## src/rbl_consts.vh

```
// Constants for the rebuild assist log controller
// Assumes inclusion by rbl_log_ctrl.v only
`ifndef RBL_CONSTS_VH
`define RBL_CONSTS_VH
`define RBL_LOG_ADDR 8'h15
`define RBL_HDR_ENABLE_BYTE 9'h000
`define RBL_ENABLE_BIT 0
`define RBL_LEN_BYTE 9'h007
`define RBL_MASK_BASE 9'h008
`define RBL_ELEM_BYTES 8'h02
`define RBL_ELEMS 16
`define RBL_ELEM_W 4
`define RBL_MASK_RESET 16'hffff
`define RBL_SENSE_ABORTED 4'hb
`define RBL_ASC_MULTI_READ 16'h1103
`define RBL_TEST_CYCLES 8'h20
`endif

```

## src/rbl_log_ctrl.v

```verilog
// Rebuild assist log and predicted-error logic
// Assumes a command layer on mclk presenting log bytes and queued reads
//
// Function
// - Log 15h exists when feature supported
// - Byte0 bit0 enable, byte7 length N
// - Mask from byte 8, bitmap from 8+N
// - Host writes to length, mask ignored
// - Mask marks implemented bitmap bits
// - Disabled element gives predicted errors
// - Enabled element gives no predicted errors
// - Enabling write starts element self-test
// - Bitmap loaded from self-test result
// - Background activity minimised while enabled
// - Log read returns enable as one
// - Clean queued read completes good
// - Report predicted and unpredicted errors
// - Read-continue flag bypasses feature
// - Power cycle clears enable
// - Write with enable zero disables feature, except during self-test, when log writes are ignored
// - Predicted read error logs sense 0Bh/1103h, LBAs
`timescale 1ns/1ps
`include "rbl_consts.vh"

module rbl_log_ctrl (
   // Clock and reset
   input wire mclk,
   input wire rstn,
   // Feature support and self-test result from drive
   input wire feature_supported,
   input wire [15:0] selftest_fail,
   // Log access: byte offset, write strobe, write data
   input wire log_sel,
   input wire [7:0] log_addr,
   input wire [8:0] log_byte,
   input wire log_wr,
   input wire log_rd,
   input wire [7:0] log_wdata,
   output reg [7:0] log_rdata_r,
   output reg log_rvalid_r,
   output reg log_err_r,
   // Queued read request
   input wire qrd_valid,
   input wire [47:0] qrd_lba,
   input wire [15:0] qrd_count,
   input wire rebuild_read_continue_flag,
   input wire qrd_unpred_err,
   // Queued read completion and error report
   output reg qrd_done_r,
   output reg qrd_good_r,
   output reg qrd_pred_err_r,
   output reg qrd_unpred_err_r,
   output reg [3:0] sense_key_r,
   output reg [15:0] sense_asc_r,
   output reg [47:0] err_lba_r,
   output reg [47:0] err_final_lba_r,
   // Write check: element of a write command
   input wire wr_chk_valid,
   input wire [47:0] wr_chk_lba,
   output reg wr_pred_err_r,
   output reg wr_chk_done_r,
   // Status
   output reg feature_en_r,
   output reg selftest_busy_r,
   output reg bg_inhibit_r,
   output reg [15:0] disabled_map_r
);

   localparam ST_IDLE = 2'b00;
   localparam ST_TEST = 2'b01;

   reg [1:0] state_r;
   reg [7:0] tcnt_r;
   reg [15:0] map_r;
   reg en_r;
   reg sup_s1_r;
   reg sup_r;

   // Log byte kinds
   localparam BK_RSVD = 3'b000;
   localparam BK_EN = 3'b001;
   localparam BK_LEN = 3'b010;
   localparam BK_MASK_HI = 3'b011;
   localparam BK_MASK_LO = 3'b100;
   localparam BK_MAP_HI = 3'b101;
   localparam BK_MAP_LO = 3'b110;

   wire test_on = (state_r == ST_TEST);

   ////////////////////////////////////////////////////////////////////
   // Decode functions

   // Element of an LBA: low bits select element
   function [`RBL_ELEM_W-1:0] elem_of;
      input [47:0] lba;
      begin
         elem_of = lba[`RBL_ELEM_W-1:0];
      end
   endfunction

   // Disabled check with mask gating
   function is_disabled;
      input [47:0] lba;
      input [15:0] map;
      reg [15:0] m;
      begin
         m = `RBL_MASK_RESET;
         is_disabled = map[elem_of(lba)] & m[elem_of(lba)];
      end
   endfunction

   // Kind of a log byte offset, shared by read and write paths
   function [2:0] byte_kind;
      input [8:0] b;
      reg [8:0] mb;
      begin
         mb = `RBL_MASK_BASE + {1'b0, `RBL_ELEM_BYTES};
         byte_kind = BK_RSVD;
         if (b == `RBL_HDR_ENABLE_BYTE)
            byte_kind = BK_EN;
         else if (b == `RBL_LEN_BYTE)
            byte_kind = BK_LEN;
         else if (b == `RBL_MASK_BASE)
            byte_kind = BK_MASK_HI;
         else if (b == `RBL_MASK_BASE + 9'h001)
            byte_kind = BK_MASK_LO;
         else if (b == mb)
            byte_kind = BK_MAP_HI;
         else if (b == mb + 9'h001)
            byte_kind = BK_MAP_LO;
      end
   endfunction

   // Contiguous disabled elements from the first block, bounded by count
   function [4:0] pred_run;
      input [47:0] lba;
      input [15:0] map;
      input [15:0] cnt;
      integer i;
      reg go;
      reg [`RBL_ELEM_W-1:0] e;
      reg [15:0] m;
      begin
         pred_run = 5'h00;
         go = 1'b1;
         m = `RBL_MASK_RESET;
         for (i = 0; i < `RBL_ELEMS; i = i + 1) begin
            e = elem_of(lba) + i[`RBL_ELEM_W-1:0];
            if (go && (i == 0 || i < cnt) && map[e] && m[e])
               pred_run = pred_run + 5'h01;
            else
               go = 1'b0;
         end
      end
   endfunction

   ////////////////////////////////////////////////////////////////////
   // Support strap synchroniser
   always @(posedge mclk or negedge rstn) begin
      if (!rstn) begin
         sup_s1_r <= 1'b0;
         sup_r <= 1'b0;
      end else begin
         sup_s1_r <= feature_supported;
         sup_r <= sup_s1_r;
      end
   end

   wire log_hit = log_sel && (log_addr == `RBL_LOG_ADDR);
   wire log_ok = log_hit && sup_r;
   wire [15:0] mask_w = `RBL_MASK_RESET;

   ////////////////////////////////////////////////////////////////////
   // Log read
   reg [7:0] rd_nxt;
   always @* begin
      rd_nxt = 8'h00;
      case (byte_kind(log_byte))
         BK_EN: begin
            rd_nxt = {7'h00, en_r};
         end
         BK_LEN: begin
            rd_nxt = `RBL_ELEM_BYTES;
         end
         BK_MASK_HI: begin
            rd_nxt = mask_w[15:8];
         end
         BK_MASK_LO: begin
            rd_nxt = mask_w[7:0];
         end
         BK_MAP_HI: begin
            rd_nxt = map_r[15:8];
         end
         BK_MAP_LO: begin
            rd_nxt = map_r[7:0];
         end
         default: begin
            rd_nxt = 8'h00;
         end
      endcase
   end

   ////////////////////////////////////////////////////////////////////
   // Enable, self-test and bitmap
   always @(posedge mclk or negedge rstn) begin
      if (!rstn) begin
         en_r <= 1'b0;
         state_r <= ST_IDLE;
         tcnt_r <= 8'h00;
         map_r <= 16'h0000;
         log_rdata_r <= 8'h00;
         log_rvalid_r <= 1'b0;
         log_err_r <= 1'b0;
      end else begin
         log_rvalid_r <= 1'b0;
         log_err_r <= 1'b0;
         if (log_sel && (log_rd || log_wr) && !log_ok)
            log_err_r <= 1'b1;
         if (log_ok && log_rd) begin
            log_rdata_r <= rd_nxt;
            log_rvalid_r <= 1'b1;
         end
         case (state_r)
            ST_IDLE: begin
               if (log_ok && log_wr) begin
                  case (byte_kind(log_byte))
                     BK_EN: begin
                        if (log_wdata[`RBL_ENABLE_BIT]) begin
                           state_r <= ST_TEST;
                           tcnt_r <= `RBL_TEST_CYCLES;
                        end else begin
                           en_r <= 1'b0;
                           map_r <= 16'h0000;
                        end
                     end
                     BK_MAP_HI: begin
                        map_r[15:8] <= log_wdata;
                     end
                     BK_MAP_LO: begin
                        map_r[7:0] <= log_wdata;
                     end
                     // Length and mask bytes dropped
                     BK_LEN, BK_MASK_HI, BK_MASK_LO: begin
                        state_r <= ST_IDLE;
                     end
                     default: begin
                        state_r <= ST_IDLE;
                     end
                  endcase
               end
            end
            ST_TEST: begin
               if (tcnt_r == 8'h01) begin
                  map_r <= selftest_fail & `RBL_MASK_RESET;
                  en_r <= 1'b1;
                  state_r <= ST_IDLE;
               end
               tcnt_r <= tcnt_r - 8'h01;
            end
            default: state_r <= ST_IDLE;
         endcase
      end
   end

   ////////////////////////////////////////////////////////////////////
   // Queued read and write checks

   // Length of the predicted run from the first block
   reg [4:0] run_nxt;
   always @* begin
      run_nxt = pred_run(qrd_lba, disabled_map_r, qrd_count);
   end

   always @(posedge mclk or negedge rstn) begin
      if (!rstn) begin
         qrd_done_r <= 1'b0;
         qrd_good_r <= 1'b0;
         qrd_pred_err_r <= 1'b0;
         qrd_unpred_err_r <= 1'b0;
         sense_key_r <= 4'h0;
         sense_asc_r <= 16'h0000;
         err_lba_r <= 48'h0;
         err_final_lba_r <= 48'h0;
         wr_pred_err_r <= 1'b0;
         wr_chk_done_r <= 1'b0;
      end else begin
         qrd_done_r <= qrd_valid;
         wr_chk_done_r <= wr_chk_valid;
         wr_pred_err_r <= wr_chk_valid && feature_en_r &&
                          is_disabled(wr_chk_lba, disabled_map_r);
         if (qrd_valid) begin
            // Enable and map as seen at the status ports
            if (feature_en_r && !rebuild_read_continue_flag &&
                is_disabled(qrd_lba, disabled_map_r)) begin
               qrd_good_r <= 1'b0;
               qrd_pred_err_r <= 1'b1;
               qrd_unpred_err_r <= 1'b0;
               sense_key_r <= `RBL_SENSE_ABORTED;
               sense_asc_r <= `RBL_ASC_MULTI_READ;
               err_lba_r <= qrd_lba;
               err_final_lba_r <= qrd_lba + {43'h0, run_nxt} - 48'h000000000001;
            end else if (qrd_unpred_err) begin
               qrd_good_r <= 1'b0;
               qrd_pred_err_r <= 1'b0;
               qrd_unpred_err_r <= 1'b1;
               err_lba_r <= qrd_lba;
               err_final_lba_r <= qrd_lba;
            end else begin
               qrd_good_r <= 1'b1;
               qrd_pred_err_r <= 1'b0;
               qrd_unpred_err_r <= 1'b0;
            end
         end
      end
   end

   ////////////////////////////////////////////////////////////////////
   // Status outputs
   always @(posedge mclk or negedge rstn) begin
      if (!rstn) begin
         feature_en_r <= 1'b0;
         selftest_busy_r <= 1'b0;
         bg_inhibit_r <= 1'b0;
         disabled_map_r <= 16'h0000;
      end else begin
         feature_en_r <= en_r;
         selftest_busy_r <= test_on;
         bg_inhibit_r <= en_r || test_on;
         disabled_map_r <= map_r;
      end
   end

endmodule // rbl_log_ctrl

```

## config.mk

```make
export PLATFORM = sky130hd
export DESIGN_NAME = rbl_log_ctrl
export DESIGN_NICKNAME = d
export VERILOG_FILES = /design/src/rbl_log_ctrl.v
export VERILOG_INCLUDE_DIRS = /design/src
export SDC_FILE = /design/constraint.sdc
export NUM_CORES = 1
export LEC_CHECK = 0
export ABC_AREA = 1
export ABC_CLOCK_PERIOD_IN_PS = 26200
export BUFFER_PORTS_ARGS = -buffer_cell sky130_fd_sc_hd__buf_2
export CORE_MARGIN = 1.5
export CORE_UTILIZATION = 59
export DETAILED_ROUTE_END_ITERATION = 12
export HOLD_SLACK_MARGIN = 0.1
export PLACE_DENSITY = 0.87
export SYNTH_ARGS = -nofsm -noshare
export SYNTH_HDL_FRONTEND = slang
export SYNTH_SLANG_ARGS = --single-unit
```

## constraint.sdc

```tcl
create_clock -name mclk -period 26.2 [get_ports mclk]
set_input_delay 1.31 -clock mclk [delete_from_list [all_inputs] [get_ports mclk]]
set_output_delay 1.31 -clock mclk [all_outputs]
set_load 0.01 [all_outputs]
```

* Word level (Yosys, flattened, before mapping)
Memories as Yosys holds them, arrays and structs flattened.
Cells that the tools add are included.
** Storage, ports and cells
- Register bits :: 162
- ROM bits :: 272
- Bits of input ports :: 163
- Output and inout port bits :: 151
- Logic and storage cells :: 329
- Memories kept :: 17
** Cells by class
- Add/sub/neg operators :: 33
- Order comparisons :: 32
- Eq/ne operators :: 27
- Mux-type cells :: 121
- Bitwise gates (word level) :: 2
- Reductions and logical operators :: 73
** Memory list
- (no name shown) :: depth 16, bits a word 1, rd ports 1, clocked after Yosys merged registers in 0, write ports 0, RTL line rbl_log_ctrl.v:108 : is_disabled = map[elem_of(lba)] & m[elem_of(lba)];
- (no name shown) :: depth 16, bits a word 1, rd ports 1, clocked after Yosys merged registers in 0, write ports 0, RTL line rbl_log_ctrl.v:108
- (no name shown) :: depth 16, bits a word 1, rd ports 1, clocked after Yosys merged registers in 0, write ports 0, RTL line rbl_log_ctrl.v:149 : if (go && (i == 0 || i < cnt) && map[e] && m[e])
- (no name shown) :: depth 16, bits a word 1, rd ports 1, clocked after Yosys merged registers in 0, write ports 0, RTL line rbl_log_ctrl.v:149
- (no name shown) :: depth 16, bits a word 1, rd ports 1, clocked after Yosys merged registers in 0, write ports 0, RTL line rbl_log_ctrl.v:149
- (no name shown) :: depth 16, bits a word 1, rd ports 1, clocked after Yosys merged registers in 0, write ports 0, RTL line rbl_log_ctrl.v:149
- 11 more memories
** Operators with widths (number)
- $mux 48 :: 3
- $lt 4x16->1 const A :: 8
- $lt 4x5->1 const B :: 17
- $add 5x1->5 const B :: 15
- $mux 5 :: 15
- $bmux 1 s4 :: 17
- $lt 3x16->1 const A :: 4
- $mux 1 :: 61
- $logic_and 1x1->1 :: 56
- $add 48x5->48 :: 1
- $mux 16 :: 3
- $pmux 8 s2 :: 3
- $sub 48x1->48 const B :: 1
- $pmux 8 s5 :: 1
- $eq 9x4->1 const B :: 4
- $add 4x4->4 const B :: 8
- $lt 2x16->1 const A :: 2
- $pmux 16 s2 :: 1
- $mux 3 :: 8
- $mux 8 :: 3
- $add 4x3->4 const B :: 4
- $lt 1x16->1 const A :: 1
- $eq 3x3->1 const B :: 5
- $reduce_and 5->1 :: 3
- 25 further kinds :: 44

* Logic depth before layout (Yosys ltp)
Gate-level depths: netlist (run 1).
- Word-level depth :: 67
- Depth in mapped cells :: 91
- Gate-level depth less buffers :: 90

* Worst setup path after synthesis (run 1)
No wires, ideal clock.
- Path type :: input port to flip-flop
- From :: in qrd_lba[1]
- To :: reg err_final_lba_r[40]
- Setup time :: 0.123 ns
- Data arrival time :: 13.280 ns
- Data required time :: 26.077 ns
- Path slack :: 12.797 ns
- Cell stages on the path :: 83
- Buffers on the path :: 2
- Path through :: buf_6 > inv_2 > ha_1 > buf_4 > inv_2 > nand3_1 > nand2_1 > o21ai_0 > nor2_1 > a311oi_1 > ha_1 > a21boi_2 > nand4_1 > nand2_1 > inv_1 > ha_1 > o21ai_1 > inv_1 > [... 47 more ...] > inv_1 > ha_1 > nand2_1 > o21ai_0 > nand2_1 > nand2_1 > a21oi_1 > o21ai_0 > a21oi_1 > o21ai_0 > a21boi_0 > o31ai_1 > a21boi_0 > o21ai_0 > a21oi_1 > xnor2_1 > o21ai_0 > nand2_1
** Between the ends
- Word-level cells in the longest chain between the ends :: 67
- Elaborated cells between the ends (all ways) :: 178
- Classes of those cells :: add/sub (32); mux (80); bitwise (1); reduce/logical (49); memory (16)
** RTL lines
- from (decl) :: RTL line rbl_log_ctrl.v:44 : input wire [47:0] qrd_lba,
- parallel branches: the longest is 67 deep, another holds $add 5x1->5
- to (signal assigned) :: RTL line rbl_log_ctrl.v:301 : err_final_lba_r <= qrd_lba + {43'h0, run_nxt} - 48'h000000000001;
- to (signal assigned) :: RTL line rbl_log_ctrl.v:307 : err_final_lba_r <= qrd_lba;
- to (decl) :: RTL line rbl_log_ctrl.v:56 : output reg [47:0] err_final_lba_r,
Parallel ways; which one is timed is not known. The select of a mux whose other input is x is not followed.
A chain may end at the register's enable or synchronous reset.

* Worst setup path in the final report (run 1)
- From :: in qrd_lba[0]
- To :: reg err_final_lba_r[42]
The elaborated chain is that of the path after synthesis.

==> flow_metrics.py, run 1 <==
metrics = {
    "floorplan": {
        "rows": 52,
        "core_mm2": 0.02049,
        "die_area_mm2": 0.02202,
        "die_h_um": 148.4,
        "die_w_um": 148.4,
        "io_pins": 314,
        "initial_core_util_pct": 60.84,
    },
    "worst_setup_path": {
        "path_max_fanout": 22,
        "worst_ep_arrival_time_ns": 16.00,
        "end_kind": "flip-flop",
        "regToRegSetupSlack_ns": 11.98,
        "cp.required_ns": 26.51,
        "r2r_start": "disabled_map_r[5]",
        "reg2reg_depth": 81,
        "max_stage_delay_ns": 0.56,
        "path_common_cell": "nand2_1",
        "cp-start-kind": "primary input",
        "r2r_end": "err_final_lba_r[42]",
        "slowest_stage": "ha_1",
        "crit_type": "in -> reg",
    },
    "drt": {
        "first_iter_violations": 832,
        "vias": 12680,
        "drtAntennaViolNets": 0,
        "remaining_drc_errors": 0,
        "vias_per_cell": 5.540,
        "dr.pass1.iters": 6,
        "routedWlPerCell_um": 14.73,
        "routed_wl_mm": 33.73,
    },
    "synthesis": {
        "synth_area_mm2": 0.01247,
        "syn_avg_cell_area_um2": 7.025,
        "synthSimpleGateAreaFrac_pct": 28.44,
        "synth-xor-area-share_pct": 3.422,
        "synth_compound_area_share_pct": 16.27,
        "yosys_warnings": 0,
        "ys_seq_area_share_pct": 32.11,
        "synthMuxAreaShare_pct": 1.264,
        "ys_async_sr_fraction_pct": 100.0,
        "synth_top_family_by_area": "simple AND/OR/NAND/NOR gates",
        "post_synth_num_cell_types": 63,
        "synth-main-ff-cell": "dfrtp_1",
        "ys_ff_latch": 160,
        "synth_fa_ha_area_share_pct": 7.586,
        "synthCells": 1775,
        "synth_edf_count": 0,
    },
    "grt": {
        "grt_max_degree": 101,
        "grt_pass1_wl_mm": 55.03,
        "grt_pass1_vias": 11770,
        "antenna_found_initial": 4,
        "grt_use_total_pct": 30.63,
        "overflow": 0,
    },
    "sta": {
        "fin_crit_sh_pct": 59.86,
        "slew_violations": 0,
        "period_needed_ns": 15.68,
        "max_freq_mhz": 63.76,
        "finalHoldViolations": 0,
        "slew_headroom_pct": 33.51,
        "setup_viol_count_final": 0,
        "grt_setup_unrepaired": "false",
        "tightest_slew_ns": 0.9950,
        "finalSetupTns_ns": 0,
        "fin_worst_skew_ns": 0.01937,
        "whs_ns": 0.3546,
    },
    "worst_hold_path": {
        "hold_path_end": "sup_r",
        "min_path_type": "reg -> reg",
        "hold_depth": 0,
        "worstHoldStart": "sup_s1_r",
    },
    "pwr": {
        "p_leak_nw": 8.047,
        "p_per_area_mw_per_mm2": 52.77,
        "ir_drop_mv": 0.05469,
    },
    "cts": {
        "cts.path.max_buffers": 2,
        "cts_tree": "yes",
        "postCtsSetupBuffers": 0,
        "cts_root_buf": "clkbuf_16",
        "clk_pin_slew_ns": 0.08,
        "clock_latency_ns": 0.44,
        "cts_resized": 0,
        "cts-htree-levels": 4,
        "postCtsHoldBufs": 0,
        "numCtsBuffers": 17,
        "clock-sinks": 160,
    },
    "cells_and_area": {
        "fin_nets": 2240,
        "mostFrequentLayoutCell": "nand2_1",
        "final_area_mm2": 0.01444,
        "layout_common_cells": "nand2_1 (449), buf_2 (255), inv_1 (227), o21ai_0 (189), dfrtp_1 (160)",
        "drive_above_1_share_pct": 20.00,
        "area_delta_synth_final_pct": 15.77,
    },
    "run_status": {
        "status": "finished, final reports clean",
    },
    "placed_design": {
        "place.gp.congestion": 0.9492,
        "dp.final_hpwl_mm": 25.43,
        "place_area_mm2": 0.01383,
        "io_buffers": 256,
    },
    "run": {
        "cap_violations": 0,
    },
}
==> how the worst max path moves through the flow <==
stage / start / to / slack [ns] / cells after the start
floorplan: qrd_lba[1] / err_final_lba_r[40] / 12.80 / 83
global route: qrd_lba[0] / err_final_lba_r[42] / 9.44 / 82
finish: qrd_lba[0] / err_final_lba_r[42] / 10.52 / 82
detailed placement: qrd_lba[0] / err_final_lba_r[42] / 10.35 / 82
global placement: qrd_lba[0] / err_final_lba_r[40] / 10.75 / 82
CTS: qrd_lba[0] / err_final_lba_r[42] / 10.70 / 82
==> critical path, delay by kind of cell <==
family | cells | cell delay (ns)
simple gates | 33 | 3.50
compound gates | 17 | 4.52
buf+inv | 14 | 1.35
xor+xnor | 1 | 0.17
fa+ha+maj | 17 | 5.12
==> kinds of logic (layout without fill, tap and decap cells) <==
logic type | count (synthesis) | count (layout)
AO/OA/AOI/OAI | 364 | 364
XOR/XNOR | 47 | 47
adder cells (fa/ha/maj) | 75 | 75
buffers and inverters | 326 | 554
flip-flops | 160 | 160
multiplexers | 14 | 14
other | 1 | 17
AND/OR/NAND/NOR | 788 | 788
==> power breakdown <==
group	internal, mW	switching, mW
sequential	0.273	0.0155
combinational	0.0777	0.138
clock	0.136	0.121
total	0.488	0.274
==> flip-flops by register name, summed over array words and instances, names as in the netlist, 8 cells and up <==
register and count:
map_r 16, log_rdata_r 8, disabled_map_r 16, tcnt_r 8, err_lba_r 48, err_final_lba_r 48
==> stage by stage <==
step	total power, mW	instances	setup slack, ns	util, %
floorplan	0.4302	1787	12.80	-
finish	0.7618	2289	10.52	70.44
global route	0.8019	2287	9.436	70.42
CTS	0.7619	2285	10.70	70.39
detailed placement	0.5045	2253	10.35	67.49
global placement	0.4980	2253	10.75	67.49
==> synthesized netlist by cell type, types with 5 or more instances <==
library cell | count | area, µm²
nand2_1 | 449 | 1685
inv_1 | 228 | 855.8
o21ai_0 | 189 | 945.9
dfrtp_1 | 160 | 4004
nand3_1 | 123 | 615.6
nor2_1 | 115 | 431.7
a21oi_1 | 93 | 465.5
ha_1 | 74 | 925.9
clkbuf_1 | 38 | 142.6
xor2_1 | 29 | 254.0
a31oi_1 | 25 | 156.4
buf_4 | 23 | 172.7
inv_2 | 23 | 86.33
nand2_2 | 19 | 118.9
nand3_2 | 17 | 170.2
nand4_1 | 16 | 100.1
xnor2_1 | 16 | 140.1
mux2_2 | 14 | 157.7
a221oi_1 | 9 | 78.83
nor3_1 | 7 | 35.03
nand3b_1 | 6 | 45.04
o21a_1 | 6 | 45.04
o22ai_1 | 6 | 37.54
o31ai_1 | 6 | 45.04
nor2_4 | 5 | 56.30
o211ai_1 | 5 | 37.54
==> area by class of cell <==
class,instances,area (µm²)
diodes,4,10.01
clock buffers,17,425.4
clock inverters,15,168.9
multi-input cells,1301,7158
inverters,259,992.2
repair buffers,263,1340
flip-flops and latches,160,4004
fillers,1720,6058
well taps,270,337.8
==> per-layer routing <==
metal | GRT usage, % | share of wire, %
met1 | 40.76 | 43
met2 | 49.56 | 46
met3 | 6.288 | 7.5
met4 | 11.14 | 3.1
met5 | 0 | 0.039
Note: power is estimated with default switching activity, not from simulation.
==> run 2: changes to the inputs <==
Settings changed: ABC_AREA 1 to 0, ABC_CLOCK_PERIOD_IN_PS 26200 to 15600, CORE_UTILIZATION 59 to 55, PLACE_DENSITY 0.87 to 0.83.
Clock period 26.2 ns to 15.6 ns, I/O delays scaled along.
==> flow_metrics.py, run 2 <==
metrics = {
    "sta": {
        "fin_worst_skew_ns": 0.01288,
        "setup_viol_count_final": 0,
        "fin_crit_sh_pct": 94.44,
        "period_needed_ns": 14.73,
        "finalSetupTns_ns": 0,
        "max_freq_mhz": 67.88,
        "finalHoldViolations": 0,
        "slew_headroom_pct": 36.71,
        "slew_violations": 0,
        "tightest_slew_ns": 0.9493,
        "grt_setup_unrepaired": "false",
    },
    "synthesis": {
        "synthCells": 1379,
        "synth-main-ff-cell": "dfrtp_1",
        "synthSimpleGateAreaFrac_pct": 16.63,
        "synth_top_family_by_area": "compound AO/OA/AOI/OAI gates",
        "ys_async_sr_fraction_pct": 100.0,
        "post_synth_num_cell_types": 87,
        "synthMostInstantiatedCell": "nand2_1",
        "synth-xor-area-share_pct": 6.139,
        "synth_fa_ha_area_share_pct": 7.867,
        "synthMuxAreaShare_pct": 9.834,
        "ys_seq_area_share_pct": 33.30,
        "yosys.area.top_type": "dfrtp_1",
        "synth_area_mm2": 0.01202,
        "netlist.area_leader.share_pct": 33.30,
        "yosys_warnings": 0,
        "synthTopCellsByCount": "nand2_1 (188), dfrtp_1 (160), o21ai_0 (134)",
        "synth_edf_count": 0,
        "synth_area_leaders": "dfrtp_1 (33%), ha_1 (7.7%), nand2_1 (5.9%)",
        "ys_ff_latch": 160,
        "synth_compound_area_share_pct": 20.18,
        "syn_avg_cell_area_um2": 8.719,
    },
    "drt": {
        "dr.pass1.iters": 5,
        "vias": 11160,
        "routedWlPerCell_um": 17.31,
        "routed_wl_mm": 32.87,
        "drtAntennaViolNets": 0,
        "vias_per_cell": 5.874,
        "remaining_drc_errors": 0,
        "first_iter_violations": 656,
    },
    "cells_and_area": {
        "mostFrequentLayoutCell": "buf_2",
        "top_regs": "err_final_lba_r (48), err_lba_r (48)",
        "fin_nets": 1847,
        "drive_above_1_share_pct": 23.06,
        "n_fill_cell": 1752,
        "area_delta_synth_final_pct": 17.33,
        "fin_util_pct": 66.48,
        "layout_common_cells": "buf_2 (255), nand2_1 (188), dfrtp_1 (160), o21ai_0 (134), a21oi_1 (106)",
    },
    "cts": {
        "numCtsBuffers": 17,
        "cts-htree-levels": 4,
        "postCtsSetupBuffers": 0,
        "cts.path.max_buffers": 2,
        "clk_pin_slew_ns": 0.07,
        "clock_latency_ns": 0.43,
        "postCtsHoldBufs": 0,
        "cts_root_buf": "clkbuf_16",
        "clock-sinks": 160,
        "cts_tree": "yes",
    },
    "worst_setup_path": {
        "worst_ep_arrival_time_ns": 15.05,
        "path_common_cell": "ha_1",
        "path_max_fanout": 8,
        "crit_type": "in -> reg",
        "max_stage_delay_ns": 0.53,
        "cp-start-kind": "primary input",
        "end_kind": "flip-flop",
        "cp_top_family": "adder cells",
        "slowest_stage": "mux4_2",
        "cp.required_ns": 15.92,
        "crit_buf_inv": 6,
    },
    "grt": {
        "overflow": 0,
        "grt_use_total_pct": 29.56,
        "grt_pass1_wl_mm": 53.36,
        "antenna_found_initial": 1,
        "grt_pass1_vias": 10810,
        "grt_max_degree": 88,
    },
    "placed_design": {
        "dp.final_hpwl_mm": 24.82,
        "io_buffers": 256,
        "place.gp.congestion": 0.9666,
    },
    "run": {
        "cap_violations": 0,
    },
    "run_status": {
        "status": "finished, final reports clean",
    },
    "worst_hold_path": {
        "min_path_type": "reg -> reg",
    },
    "floorplan": {
        "die_w_um": 150.9,
        "initial_core_util_pct": 56.66,
        "die_h_um": 150.9,
        "rows": 53,
        "die_area_mm2": 0.02276,
        "io_pins": 314,
        "core_mm2": 0.02122,
    },
    "pwr": {
        "p_leak_nw": 7.033,
        "p_per_area_mw_per_mm2": 84.19,
        "ir_drop_mv": 0.07072,
    },
}
## run 2: final cells by class
class,instances,area (µm²),area share [%]
Antenna cell,2,5.005,0.03548
Tap cell,275,344.1,2.439
Clock buffer,18,439.2,3.113
Multi-Input combinational cell,1068,7383,52.34
Sequential cell,160,4004,28.38
Clock inverter,14,193.9,1.375
Timing Repair Buffer,270,1393,9.871
Inverter,92,345.3,2.448
## run 2: power by group
part	total [mW]	internal [mW]	leakage [nW]	switching [mW]
Clock	0.448	0.262	0.309	0.185
Sequential	0.466	0.447	1.99	0.0181
Combinational	0.274	0.112	4.74	0.162
## run 2: repair_timing
item / in CTS / in global routing
gates resized for setup: 0 / 4
hold endpoints to repair: 0 / 0
setup endpoints to repair: 0 / 8
## run 2: path summary, 6_finish.rpt
check                                       start                   to  slack (ns)  cells after the start
worst max-delay path                   qrd_lba[1]  err_final_lba_r[44]        0.87                     68
worst min-delay path                     sup_s1_r                sup_r        0.36                      0
worst max register to register  disabled_map_r[3]  err_final_lba_r[44]        1.13                     65
worst min register to register           sup_s1_r                sup_r        0.36                      0
max in group asynchronous                    rstn    disabled_map_r[5]       13.70                      2
min in group asynchronous                    rstn         err_lba_r[3]        0.43                      1
## run 2: kinds of logic (layout without fill, tap and decap cells)
| group | after synthesis | after routing |
|---|---|---|
| AOI/OAI and AO/OA | 399 | 399 |
| xor gates and xnor gates | 75 | 75 |
| adders and majority gates | 75 | 75 |
| buffers and inverters | 163 | 394 |
| DFF | 160 | 160 |
| muxes | 74 | 74 |
| other | 1 | 15 |
| and+or+nand+nor | 432 | 432 |
## run 2: through the flow
step | total power, mW | cell area, µm² | worst slack (ns) | cells | hold slack (ns)
global route | 1.251 | 14100 | 0.05689 | 1898 | 0.3702
floorplan | 0.6452 | 12070 | 1.372 | 1391 | 0.3312
finish | 1.188 | 14110 | 0.8672 | 1899 | 0.3566
CTS | 1.195 | 14080 | 0.6001 | 1897 | 0.3599
detailed placement | 0.7442 | 13440 | 0.1923 | 1865 | 0.3434
global placement | 0.7358 | 13440 | 0.5783 | 1865 | 0.3406
## run 2: routing by layer
layer  part of all wire, %  track usage [%]  vias to the layer above
met3                   5.3            4.036                       56
met5                     0                0                        -
met4                   2.6            11.17                        0
met1                    43            39.04                     5334
met2                    49            49.45                      389
li1                      -                -                     5376
